### src/hdl/sci_tx_pkg.sv
// Package for the serial transmit status and receiver standby block.
// Assumes an APB slave with 32-bit data; registers are 8 bits in the low byte.
package sci_tx_pkg;
  // Register byte addresses
  localparam logic [7:0] addr_control_two = 8'h00;
  localparam logic [7:0] addr_status_one = 8'h04;
  localparam logic [7:0] addr_data = 8'h08;
  localparam logic [7:0] addr_control_one = 8'h0c;
  localparam logic [7:0] addr_baud = 8'h10;
  localparam logic [7:0] addr_irq_status = 8'h14;
  localparam logic [7:0] addr_irq_enable = 8'h18;
  localparam logic [7:0] addr_irq_clear = 8'h1c;
  // Control two fields
  localparam int tx_enable_pos = 3;
  localparam int rx_enable_pos = 2;
  localparam int standby_pos = 1;
  localparam int break_pos = 0;
  // Control one fields
  localparam int long_frame_pos = 4;
  localparam int resume_method_pos = 3;
  // Status one fields
  localparam int buf_empty_pos = 7;
  localparam int complete_pos = 6;
  localparam int idle_pos = 4;
  // Interrupt status fields
  localparam int ev_buf_empty = 0;
  localparam int ev_complete = 1;
  localparam int ev_wakeup = 2;
  // Reset values
  localparam logic [7:0] baud_reset = 8'h04;
  localparam logic [7:0] status_reset = 8'hc0;
  // Frame lengths in bit times: short and long frame
  localparam logic [3:0] frame_short = 4'ha;
  localparam logic [3:0] frame_long = 4'hb;
  // Idle bit times that make an idle line
  localparam logic [3:0] idle_bits = 4'ha;
  typedef enum logic [1:0] {
    tx_idle = 2'b00,
    tx_data = 2'b01,
    tx_preamble = 2'b10,
    tx_break = 2'b11
  } tx_state_t;
endpackage

### src/hdl/sci_tx_status.sv
// Transmit status, break queuing and receiver standby logic of a serial port.
// Assumes an APB master on pclk; txd and rxd are synchronous to pclk.
// Summary of operation
// - Writing one puts receiver in standby
// - Resume method: idle line or MSB mark
// - Hardware clears standby bit on wakeup
// - Break bit one then zero queues break
// - Breaks repeat while bit held; 10/11 bits
// - Second break may queue before clearing
// - Status register read only; writes ignored
// - Buffer empty at reset and on shifter load
// - Buffer empty clears on status read, data write
// - Complete set when empty, transmitter idle and no break queued
// - Complete clears on read then qualifying action
// - Transmit enable rising edge queues preamble
module sci_tx_status (
  input wire logic pclk,
  input wire logic presetn,
  input wire logic psel,
  input wire logic penable,
  input wire logic pwrite,
  input wire logic [7:0] paddr,
  input wire logic [31:0] pwdata,
  output logic [31:0] prdata,
  output logic pready,
  output logic pslverr,
  input wire logic rxd,
  output logic txd,
  output logic irq,
  output logic rx_standby
);
  logic [7:0] control_two;
  logic [7:0] control_one;
  logic [7:0] baud;
  logic [7:0] data_buf;
  logic tx_buffer_empty;
  logic tx_complete_flag;
  logic buf_armed;
  logic complete_armed;
  logic [2:0] irq_status;
  logic [2:0] irq_enable;
  sci_tx_pkg::tx_state_t tx_state;
  logic [8:0] shifter;
  logic [3:0] bit_cnt;
  logic [7:0] baud_cnt;
  logic break_latched;
  logic [3:0] rx_cnt;
  logic [7:0] rx_baud_cnt;
  logic rx_busy;
  logic [3:0] idle_cnt;
  logic rx_msb;
  logic rx_prev;
  logic wakeup;
  logic wr_en;
  logic rd_en;
  logic status_read;
  logic data_write;
  logic tx_en_rise;
  logic break_write_one;
  logic load_shifter;
  logic bit_tick;
  logic frame_end;
  logic [3:0] frame_len;
  logic [7:0] next_control_two;
  logic standby_rise;
  logic [2:0] flag_prev;

  // Decode one register address against the bus address
  function automatic logic hit(input logic [7:0] a, input logic [7:0] reg_addr);
    return a == reg_addr;
  endfunction

  // Zero-extend an 8-bit register onto the data bus
  function automatic logic [31:0] widen(input logic [7:0] v);
    return {24'h000000, v};
  endfunction

  // Single-cycle access phase: the slave answers at the first penable edge
  assign wr_en = psel && penable && pwrite;
  assign rd_en = psel && penable && !pwrite;
  assign status_read = rd_en && hit(paddr, sci_tx_pkg::addr_status_one);
  assign data_write = wr_en && hit(paddr, sci_tx_pkg::addr_data);
  assign tx_en_rise = wr_en && hit(paddr, sci_tx_pkg::addr_control_two) &&
    pwdata[sci_tx_pkg::tx_enable_pos] && !control_two[sci_tx_pkg::tx_enable_pos];
  assign break_write_one = wr_en && hit(paddr, sci_tx_pkg::addr_control_two) &&
    pwdata[sci_tx_pkg::break_pos];
  assign frame_len = control_one[sci_tx_pkg::long_frame_pos] ?
    sci_tx_pkg::frame_long : sci_tx_pkg::frame_short;
  assign bit_tick = (baud_cnt == 8'h00);
  assign frame_end = bit_tick && (bit_cnt == 4'h1);
  // Shifter takes the buffer only when the transmitter is idle
  assign load_shifter = control_two[sci_tx_pkg::tx_enable_pos] && !tx_buffer_empty &&
    !tx_en_rise && (tx_state == sci_tx_pkg::tx_idle);
  // Standby bit about to go from zero to one
  assign standby_rise = next_control_two[sci_tx_pkg::standby_pos] &&
    !control_two[sci_tx_pkg::standby_pos];

  // Control two; software sets standby, hardware clears it on wakeup
  always_comb begin
    next_control_two = control_two;
    if (wr_en && hit(paddr, sci_tx_pkg::addr_control_two)) begin
      next_control_two = pwdata[7:0];
      // Writing zero cannot pull the receiver out of standby early
      next_control_two[sci_tx_pkg::standby_pos] = control_two[sci_tx_pkg::standby_pos] |
        pwdata[sci_tx_pkg::standby_pos];
    end
    if (wakeup) begin
      next_control_two[sci_tx_pkg::standby_pos] = 1'b0;
    end
  end

  // Configuration registers; control two loads next_control_two, the rest are plain read/write
  always_ff @(posedge pclk or negedge presetn) begin
    if (!presetn) begin
      control_two <= 8'h00;
      control_one <= 8'h00;
      baud <= sci_tx_pkg::baud_reset;
      irq_enable <= 3'h0;
    end else begin
      control_two <= next_control_two;
      if (wr_en && hit(paddr, sci_tx_pkg::addr_control_one)) begin
        control_one <= pwdata[7:0];
      end
      if (wr_en && hit(paddr, sci_tx_pkg::addr_baud)) begin
        baud <= pwdata[7:0];
      end
      if (wr_en && hit(paddr, sci_tx_pkg::addr_irq_enable)) begin
        irq_enable <= pwdata[2:0];
      end
    end
  end

  // Buffer empty flag with its two-step clear; a status write never touches it
  always_ff @(posedge pclk or negedge presetn) begin
    if (!presetn) begin
      tx_buffer_empty <= 1'b1;
      buf_armed <= 1'b0;
      data_buf <= 8'h00;
    end else begin
      if (status_read && tx_buffer_empty) begin
        buf_armed <= 1'b1;
      end else if (data_write) begin
        buf_armed <= 1'b0;
      end
      if (data_write) begin
        data_buf <= pwdata[7:0];
      end
      // Load wins over the clear, so an empty event is never lost
      if (load_shifter) begin
        tx_buffer_empty <= 1'b1;
      end else if (data_write && buf_armed) begin
        tx_buffer_empty <= 1'b0;
      end
    end
  end

  // Complete flag; cleared only after a read that saw it set
  always_ff @(posedge pclk or negedge presetn) begin
    if (!presetn) begin
      tx_complete_flag <= 1'b1;
      complete_armed <= 1'b0;
    end else begin
      if (status_read && tx_complete_flag) begin
        complete_armed <= 1'b1;
      end else if (data_write || tx_en_rise || break_write_one) begin
        complete_armed <= 1'b0;
      end
      if (complete_armed && (data_write || tx_en_rise || break_write_one)) begin
        tx_complete_flag <= 1'b0;
      end else if (tx_buffer_empty && tx_state == sci_tx_pkg::tx_idle &&
                   !break_latched) begin
        tx_complete_flag <= 1'b1;
      end
    end
  end

  // Break request latch: a one then zero still leaves one break queued
  always_ff @(posedge pclk or negedge presetn) begin
    if (!presetn) begin
      break_latched <= 1'b0;
    end else if (break_write_one) begin
      break_latched <= 1'b1;
    end else if (tx_state == sci_tx_pkg::tx_break && bit_cnt == frame_len &&
                 bit_tick && !control_two[sci_tx_pkg::break_pos]) begin
      break_latched <= 1'b0;
    end
  end

  // Transmitter: preamble, break and data frames, one bit per baud tick
  always_ff @(posedge pclk or negedge presetn) begin
    if (!presetn) begin
      tx_state <= sci_tx_pkg::tx_idle;
      shifter <= 9'h1ff;
      bit_cnt <= 4'h0;
      baud_cnt <= 8'h00;
      txd <= 1'b1;
    end else begin
      baud_cnt <= bit_tick ? baud : baud_cnt - 8'h01;
      case (tx_state)
        sci_tx_pkg::tx_idle: begin
          txd <= 1'b1;
          baud_cnt <= baud;
          if (tx_en_rise) begin
            tx_state <= sci_tx_pkg::tx_preamble;
            bit_cnt <= frame_len;
          end else if (control_two[sci_tx_pkg::tx_enable_pos] && break_latched) begin
            tx_state <= sci_tx_pkg::tx_break;
            bit_cnt <= frame_len;
            txd <= 1'b0;
          end else if (load_shifter) begin
            tx_state <= sci_tx_pkg::tx_data;
            shifter <= {1'b1, data_buf};
            bit_cnt <= frame_len;
            txd <= 1'b0;
          end
        end
        sci_tx_pkg::tx_data: begin
          if (bit_tick) begin
            txd <= shifter[0];
            shifter <= {1'b1, shifter[8:1]};
            bit_cnt <= bit_cnt - 4'h1;
            if (frame_end) begin
              tx_state <= sci_tx_pkg::tx_idle;
            end
          end
        end
        sci_tx_pkg::tx_preamble: begin
          txd <= 1'b1;
          if (bit_tick) begin
            bit_cnt <= bit_cnt - 4'h1;
            if (frame_end) begin
              tx_state <= sci_tx_pkg::tx_idle;
            end
          end
        end
        sci_tx_pkg::tx_break: begin
          txd <= 1'b0;
          if (bit_tick) begin
            bit_cnt <= bit_cnt - 4'h1;
            // Bit still set at frame end queues another break
            if (frame_end && control_two[sci_tx_pkg::break_pos]) begin
              bit_cnt <= frame_len;
            end else if (frame_end) begin
              // Release the line on the last tick so a break is exactly one frame long
              tx_state <= sci_tx_pkg::tx_idle;
              txd <= 1'b1;
            end
          end
        end
        default: begin
          tx_state <= sci_tx_pkg::tx_idle;
        end
      endcase
    end
  end

  // Receiver framing only as far as wakeup needs: idle count and data MSB
  always_ff @(posedge pclk or negedge presetn) begin
    if (!presetn) begin
      rx_busy <= 1'b0;
      rx_cnt <= 4'h0;
      rx_baud_cnt <= 8'h00;
      idle_cnt <= 4'h0;
      rx_msb <= 1'b0;
      rx_prev <= 1'b1;
      wakeup <= 1'b0;
    end else begin
      rx_prev <= rxd;
      wakeup <= 1'b0;
      rx_baud_cnt <= (rx_baud_cnt == 8'h00) ? baud : rx_baud_cnt - 8'h01;
      if (!rx_busy && rx_prev && !rxd) begin
        rx_busy <= 1'b1;
        rx_cnt <= frame_len;
        // Half a bit first, so every later tick lands mid-bit
        rx_baud_cnt <= {1'b0, baud[7:1]};
        idle_cnt <= 4'h0;
      end else if (rx_busy && rx_baud_cnt == 8'h00) begin
        rx_cnt <= rx_cnt - 4'h1;
        // Last data bit sits just before the stop bit
        if (rx_cnt == 4'h2) begin
          rx_msb <= rxd;
        end
        if (rx_cnt == 4'h1) begin
          rx_busy <= 1'b0;
          // Address mark wakeup looks at the top data bit
          if (control_one[sci_tx_pkg::resume_method_pos] && rx_msb &&
              control_two[sci_tx_pkg::standby_pos]) begin
            wakeup <= 1'b1;
          end
        end
      end else if (!rx_busy && rxd && rx_baud_cnt == 8'h00) begin
        if (idle_cnt != sci_tx_pkg::idle_bits) begin
          idle_cnt <= idle_cnt + 4'h1;
        end
        if (idle_cnt == sci_tx_pkg::idle_bits - 4'h1 &&
            !control_one[sci_tx_pkg::resume_method_pos] &&
            control_two[sci_tx_pkg::standby_pos]) begin
          wakeup <= 1'b1;
        end
      end
      // A fresh standby waits for a whole new idle character, not an old one
      if (standby_rise) begin
        idle_cnt <= 4'h0;
      end
    end
  end

  // Sticky event bits set on a rising flag; set wins over a clear in the same cycle
  always_ff @(posedge pclk or negedge presetn) begin
    if (!presetn) begin
      irq_status <= 3'h0;
      flag_prev <= 3'h0; // Flags set out of reset count as events
    end else begin
      flag_prev <= {wakeup, tx_complete_flag, tx_buffer_empty};
      irq_status <= (irq_status & ~((wr_en && hit(paddr, sci_tx_pkg::addr_irq_clear)) ?
        pwdata[2:0] : 3'h0)) | ({wakeup, tx_complete_flag, tx_buffer_empty} & ~flag_prev);
    end
  end

  // Outputs from flops: interrupt level, standby mirror, APB answer
  always_ff @(posedge pclk or negedge presetn) begin
    if (!presetn) begin
      irq <= 1'b0;
      rx_standby <= 1'b0;
      prdata <= 32'h00000000;
      pready <= 1'b0;
      pslverr <= 1'b0;
    end else begin
      irq <= |(irq_status & irq_enable);
      rx_standby <= control_two[sci_tx_pkg::standby_pos];
      // Ready registered from the setup cycle so the access phase completes at once
      pready <= psel && !penable;
      pslverr <= 1'b0;
      if (psel && !penable) begin
        pslverr <= !(hit(paddr, sci_tx_pkg::addr_control_two) ||
          hit(paddr, sci_tx_pkg::addr_status_one) || hit(paddr, sci_tx_pkg::addr_data) ||
          hit(paddr, sci_tx_pkg::addr_control_one) || hit(paddr, sci_tx_pkg::addr_baud) ||
          hit(paddr, sci_tx_pkg::addr_irq_status) || hit(paddr, sci_tx_pkg::addr_irq_enable) ||
          hit(paddr, sci_tx_pkg::addr_irq_clear));
        case (paddr)
          sci_tx_pkg::addr_control_two: prdata <= widen(control_two);
          // Status flags are read only; a write here changes nothing
          sci_tx_pkg::addr_status_one: prdata <= widen({tx_buffer_empty, tx_complete_flag,
            1'b0, (idle_cnt == sci_tx_pkg::idle_bits), 4'h0});
          sci_tx_pkg::addr_data: prdata <= widen(data_buf);
          sci_tx_pkg::addr_control_one: prdata <= widen(control_one);
          sci_tx_pkg::addr_baud: prdata <= widen(baud);
          sci_tx_pkg::addr_irq_status: prdata <= widen({5'h00, irq_status});
          sci_tx_pkg::addr_irq_enable: prdata <= widen({5'h00, irq_enable});
          default: prdata <= 32'h00000000;
        endcase
      end
    end
  end
endmodule // sci_tx_status

### config.mk
export PLATFORM = sky130hd
export DESIGN_NAME = sci_tx_status
export DESIGN_NICKNAME = d
export VERILOG_FILES = /design/src/hdl/sci_tx_pkg.sv /design/src/hdl/sci_tx_status.sv
export SDC_FILE = /design/constraint.sdc
export NUM_CORES = 1
export LEC_CHECK = 0
export ABC_AREA = 1
export BUFFER_PORTS_ARGS = -buffer_cell sky130_fd_sc_hd__buf_2
export CORE_UTILIZATION = 62
export CTS_CLUSTER_DIAMETER = 50
export DETAILED_ROUTE_END_ITERATION = 10
export PLACE_DENSITY = 0.86
export SLEW_MARGIN = 20
export SYNTH_ARGS = -nofsm -noshare
export SYNTH_HDL_FRONTEND = slang
export SYNTH_SLANG_ARGS = --single-unit
### constraint.sdc
create_clock -name pclk -period 2.96 [get_ports pclk]
set_clock_uncertainty 0.1 [all_clocks]
set_input_delay 0.592 -clock pclk [delete_from_list [all_inputs] [get_ports pclk]]
set_output_delay 0.592 -clock pclk [all_outputs]
set_load 0.01 [all_outputs]
==> results.tsv <==
metric	value	unit
synth_flop_cell	dfrtp_1	
synth-seq-cells	101	
htree_levels	3	
drtAntennaViolNets	0	
synth_simple_gate_area_share	25.0	%
avgSynthCellArea	8.27	um2
worst_hold_slack	0.0170	ns
cp_slowest_stage_delay	0.44	ns
synth_seq_area_share	46.6	%
crit_family	buffers and inverters	
synth_compound_area_share	12.8	%
cpMaxStageDelayCell	nor2_2	
first_pass_iters	5	
grt_max_degree	54	
path_buf_inv	2	
synth_top_family_by_area	simple AND/OR/NAND/NOR gates	
antenna_found_initial	0	
hpwlAfterDp	8.76	mm
fin_crit_sh	74.5	%
final_core_util	69.5	%
yosys.area.top_type	dfrtp_1	
area_growth	6.69	%
yosys.area.top_type_share	40.3	%
postSynthCellCount	660	
hold_class	in2async	
synthTopCellsByCount	154 x nand2_1, 88 x dfrtp_1, 73 x inv_1	
die_h	95.8	um
ys_types	39	
postSynth.asyncResetShare	100	%
cp-end-kind	flop	
synth_warnings	0	
clockBufferDepth	2	
vias	4516	
cts-buffers-inserted	9	
fmax	454	MHz
hold_viol_final	0	
dr.first_iter.drc_count	445	
outcome	completed	
rows	33	
irDropWorstVdd	0.000280	V
rsz0062_at_grt	no	
synthTopCellsByArea	dfrtp_1 40%, nand2_1 11%, dfstp_2 6.3%	
wl	12.0	mm
cp_max_fo	12	
cts_sinks	101	
ctsResizeCount	0	
die_w	95.8	um
synth.most_common_cell	nand2_1	
crit_type	reg2reg	
die_area	0.00919	mm2
netlist_area	0.00546	mm2
total_power	3.61	mW
cts_tree	done	
nets	755	
cts_root_buf	clkbuf_8	
cp.arrival	2.40	ns
worstSkewPairLatency	0.37	ns
synthMuxAreaShare	0	%
crit_required	3.16	ns
grt_usage	28.4	%
grt_pass1_wl	19.7	mm
tightestPinTransition	0.847	ns
pwr_density_cell	619	mW/mm2
grt_overflow	0	
setup-tns-final	0	ns
via_per_inst	5.62	
synth_edf_count	0	
grt_pass1_vias	4193	
pin_count	83	
maxSlewHeadroom	43.3	%
period_needed	2.20	ns
startpoint_type	flop	
max-cap-violations	0	
drc	0	
crit_top_cell	a21oi_1	
avgRoutedWirePerCell	14.9	um
report.final.slew_viol_count	0	
diodes	0	
path_clk_slew	0.09	ns
synth_fa_ha_area_share	3.44	%
cts_hold_buf	0	
layout-drive-gt1-share	15.9	%
setup_viol	0	
portBuffers	34	
core_area	0.00838	mm2
postCtsSetupRepairBufs	0	
synth_xor_area_share	1.44	%
crit_chain	inv_1 > ha_1 > nand2_1 > nor2_2 > clkinv_1 > o21ai_0 > a21oi_1 > a21oi_1	
start_util	65.1	%
gp_congestion	0.857	
p_leak	2.89	nW
## through the flow
stage	setup WS [ns]	cell area [um2]	instances
2_1_floorplan	1.19	5550	683
3_3_place_gp	0.826	5620	788
3_5_place_dp	0.802	5620	788
4_1_cts	0.780	5830	804
5_1_grt	0.545	5830	804
6_report	0.756	5830	804
## layout make-up
| cell class | instances | area (um2) |
|---|---|---|
| repair buffers | 37 | 208 |
| clock inverters | 4 | 45.0 |
| inverters | 83 | 312 |
| flip-flops and latches | 101 | 2540 |
| clock buffers | 12 | 165 |
| fillers | 666 | 2560 |
| well taps | 105 | 131 |
| multi-input cells | 462 | 2420 |
## worst reg2reg max path: stages, from the launching register on
cell and delay [ns]:
dfrtp_1 0.37, inv_1 0.13, ha_1 0.18, nand2_1 0.06, nor2_2 0.44, clkinv_1 0.40
o21ai_0 0.26, a21oi_1 0.06, a21oi_1 0.13
## state kept, by name, summed over array words and instances, names as in the netlist, 4 cells and up
register	count
rx_baud_cnt	8
data_buf	8
baud	8
control_two	8
baud_cnt	8
idle_cnt	4
rx_cnt	4
prdata	8
shifter	8
control_one	8
bit_cnt	4
## metal layers
layer	global-route usage, %	up-vias	part of all wire (%)
met4	13.6	0	2.7
met5	0	-	0
met1	37.7	2127	43
met2	46.0	197	48
li1	-	2161	-
met3	4.19	31	6.5
## final timing paths
check                               startpoint             end  slack [ns]  cells past startpoint
worst max-delay path            rx_baud_cnt[0]  rx_baud_cnt[0]        0.76                      8
worst min-delay path                   presetn  rx_baud_cnt[1]        0.02                      1
worst max register to register  rx_baud_cnt[0]  rx_baud_cnt[0]        0.76                      8
worst min register to register          wakeup    flag_prev[2]        0.31                      0
max in group asynchronous              presetn         rx_prev        2.05                      2
min in group pclk                          rxd         rx_prev        0.24                      1
## cell families after synthesis
family          count (synthesis)
compound gates                119
flops                         101
simple gates                  295
other cells                     1
fa+ha+maj                      15
buf+inv                       120
xor+xnor                        9
## placed cells by master, fill, tap and decap left out, types with 13 or more instances in the layout
cell	count
a21oi_1	18
dfstp_2	13
nand3_1	41
inv_1	73
o21ai_2	15
dfrtp_1	88
ha_1	15
conb_1	24
buf_2	33
nor2_1	49
o21ai_0	65
nand4_1	14
nand2_1	154
## report_power, final
| group | switching, mW | total, mW | leakage (nW) | internal [mW] |
|---|---|---|---|---|
| clock | 0.464 | 0.920 | 0.112 | 0.456 |
| combinational | 0.531 | 0.869 | 1.53 | 0.338 |
| sequential | 0.165 | 1.82 | 1.24 | 1.65 |
Note: power is estimated with default switching activity, not from simulation.
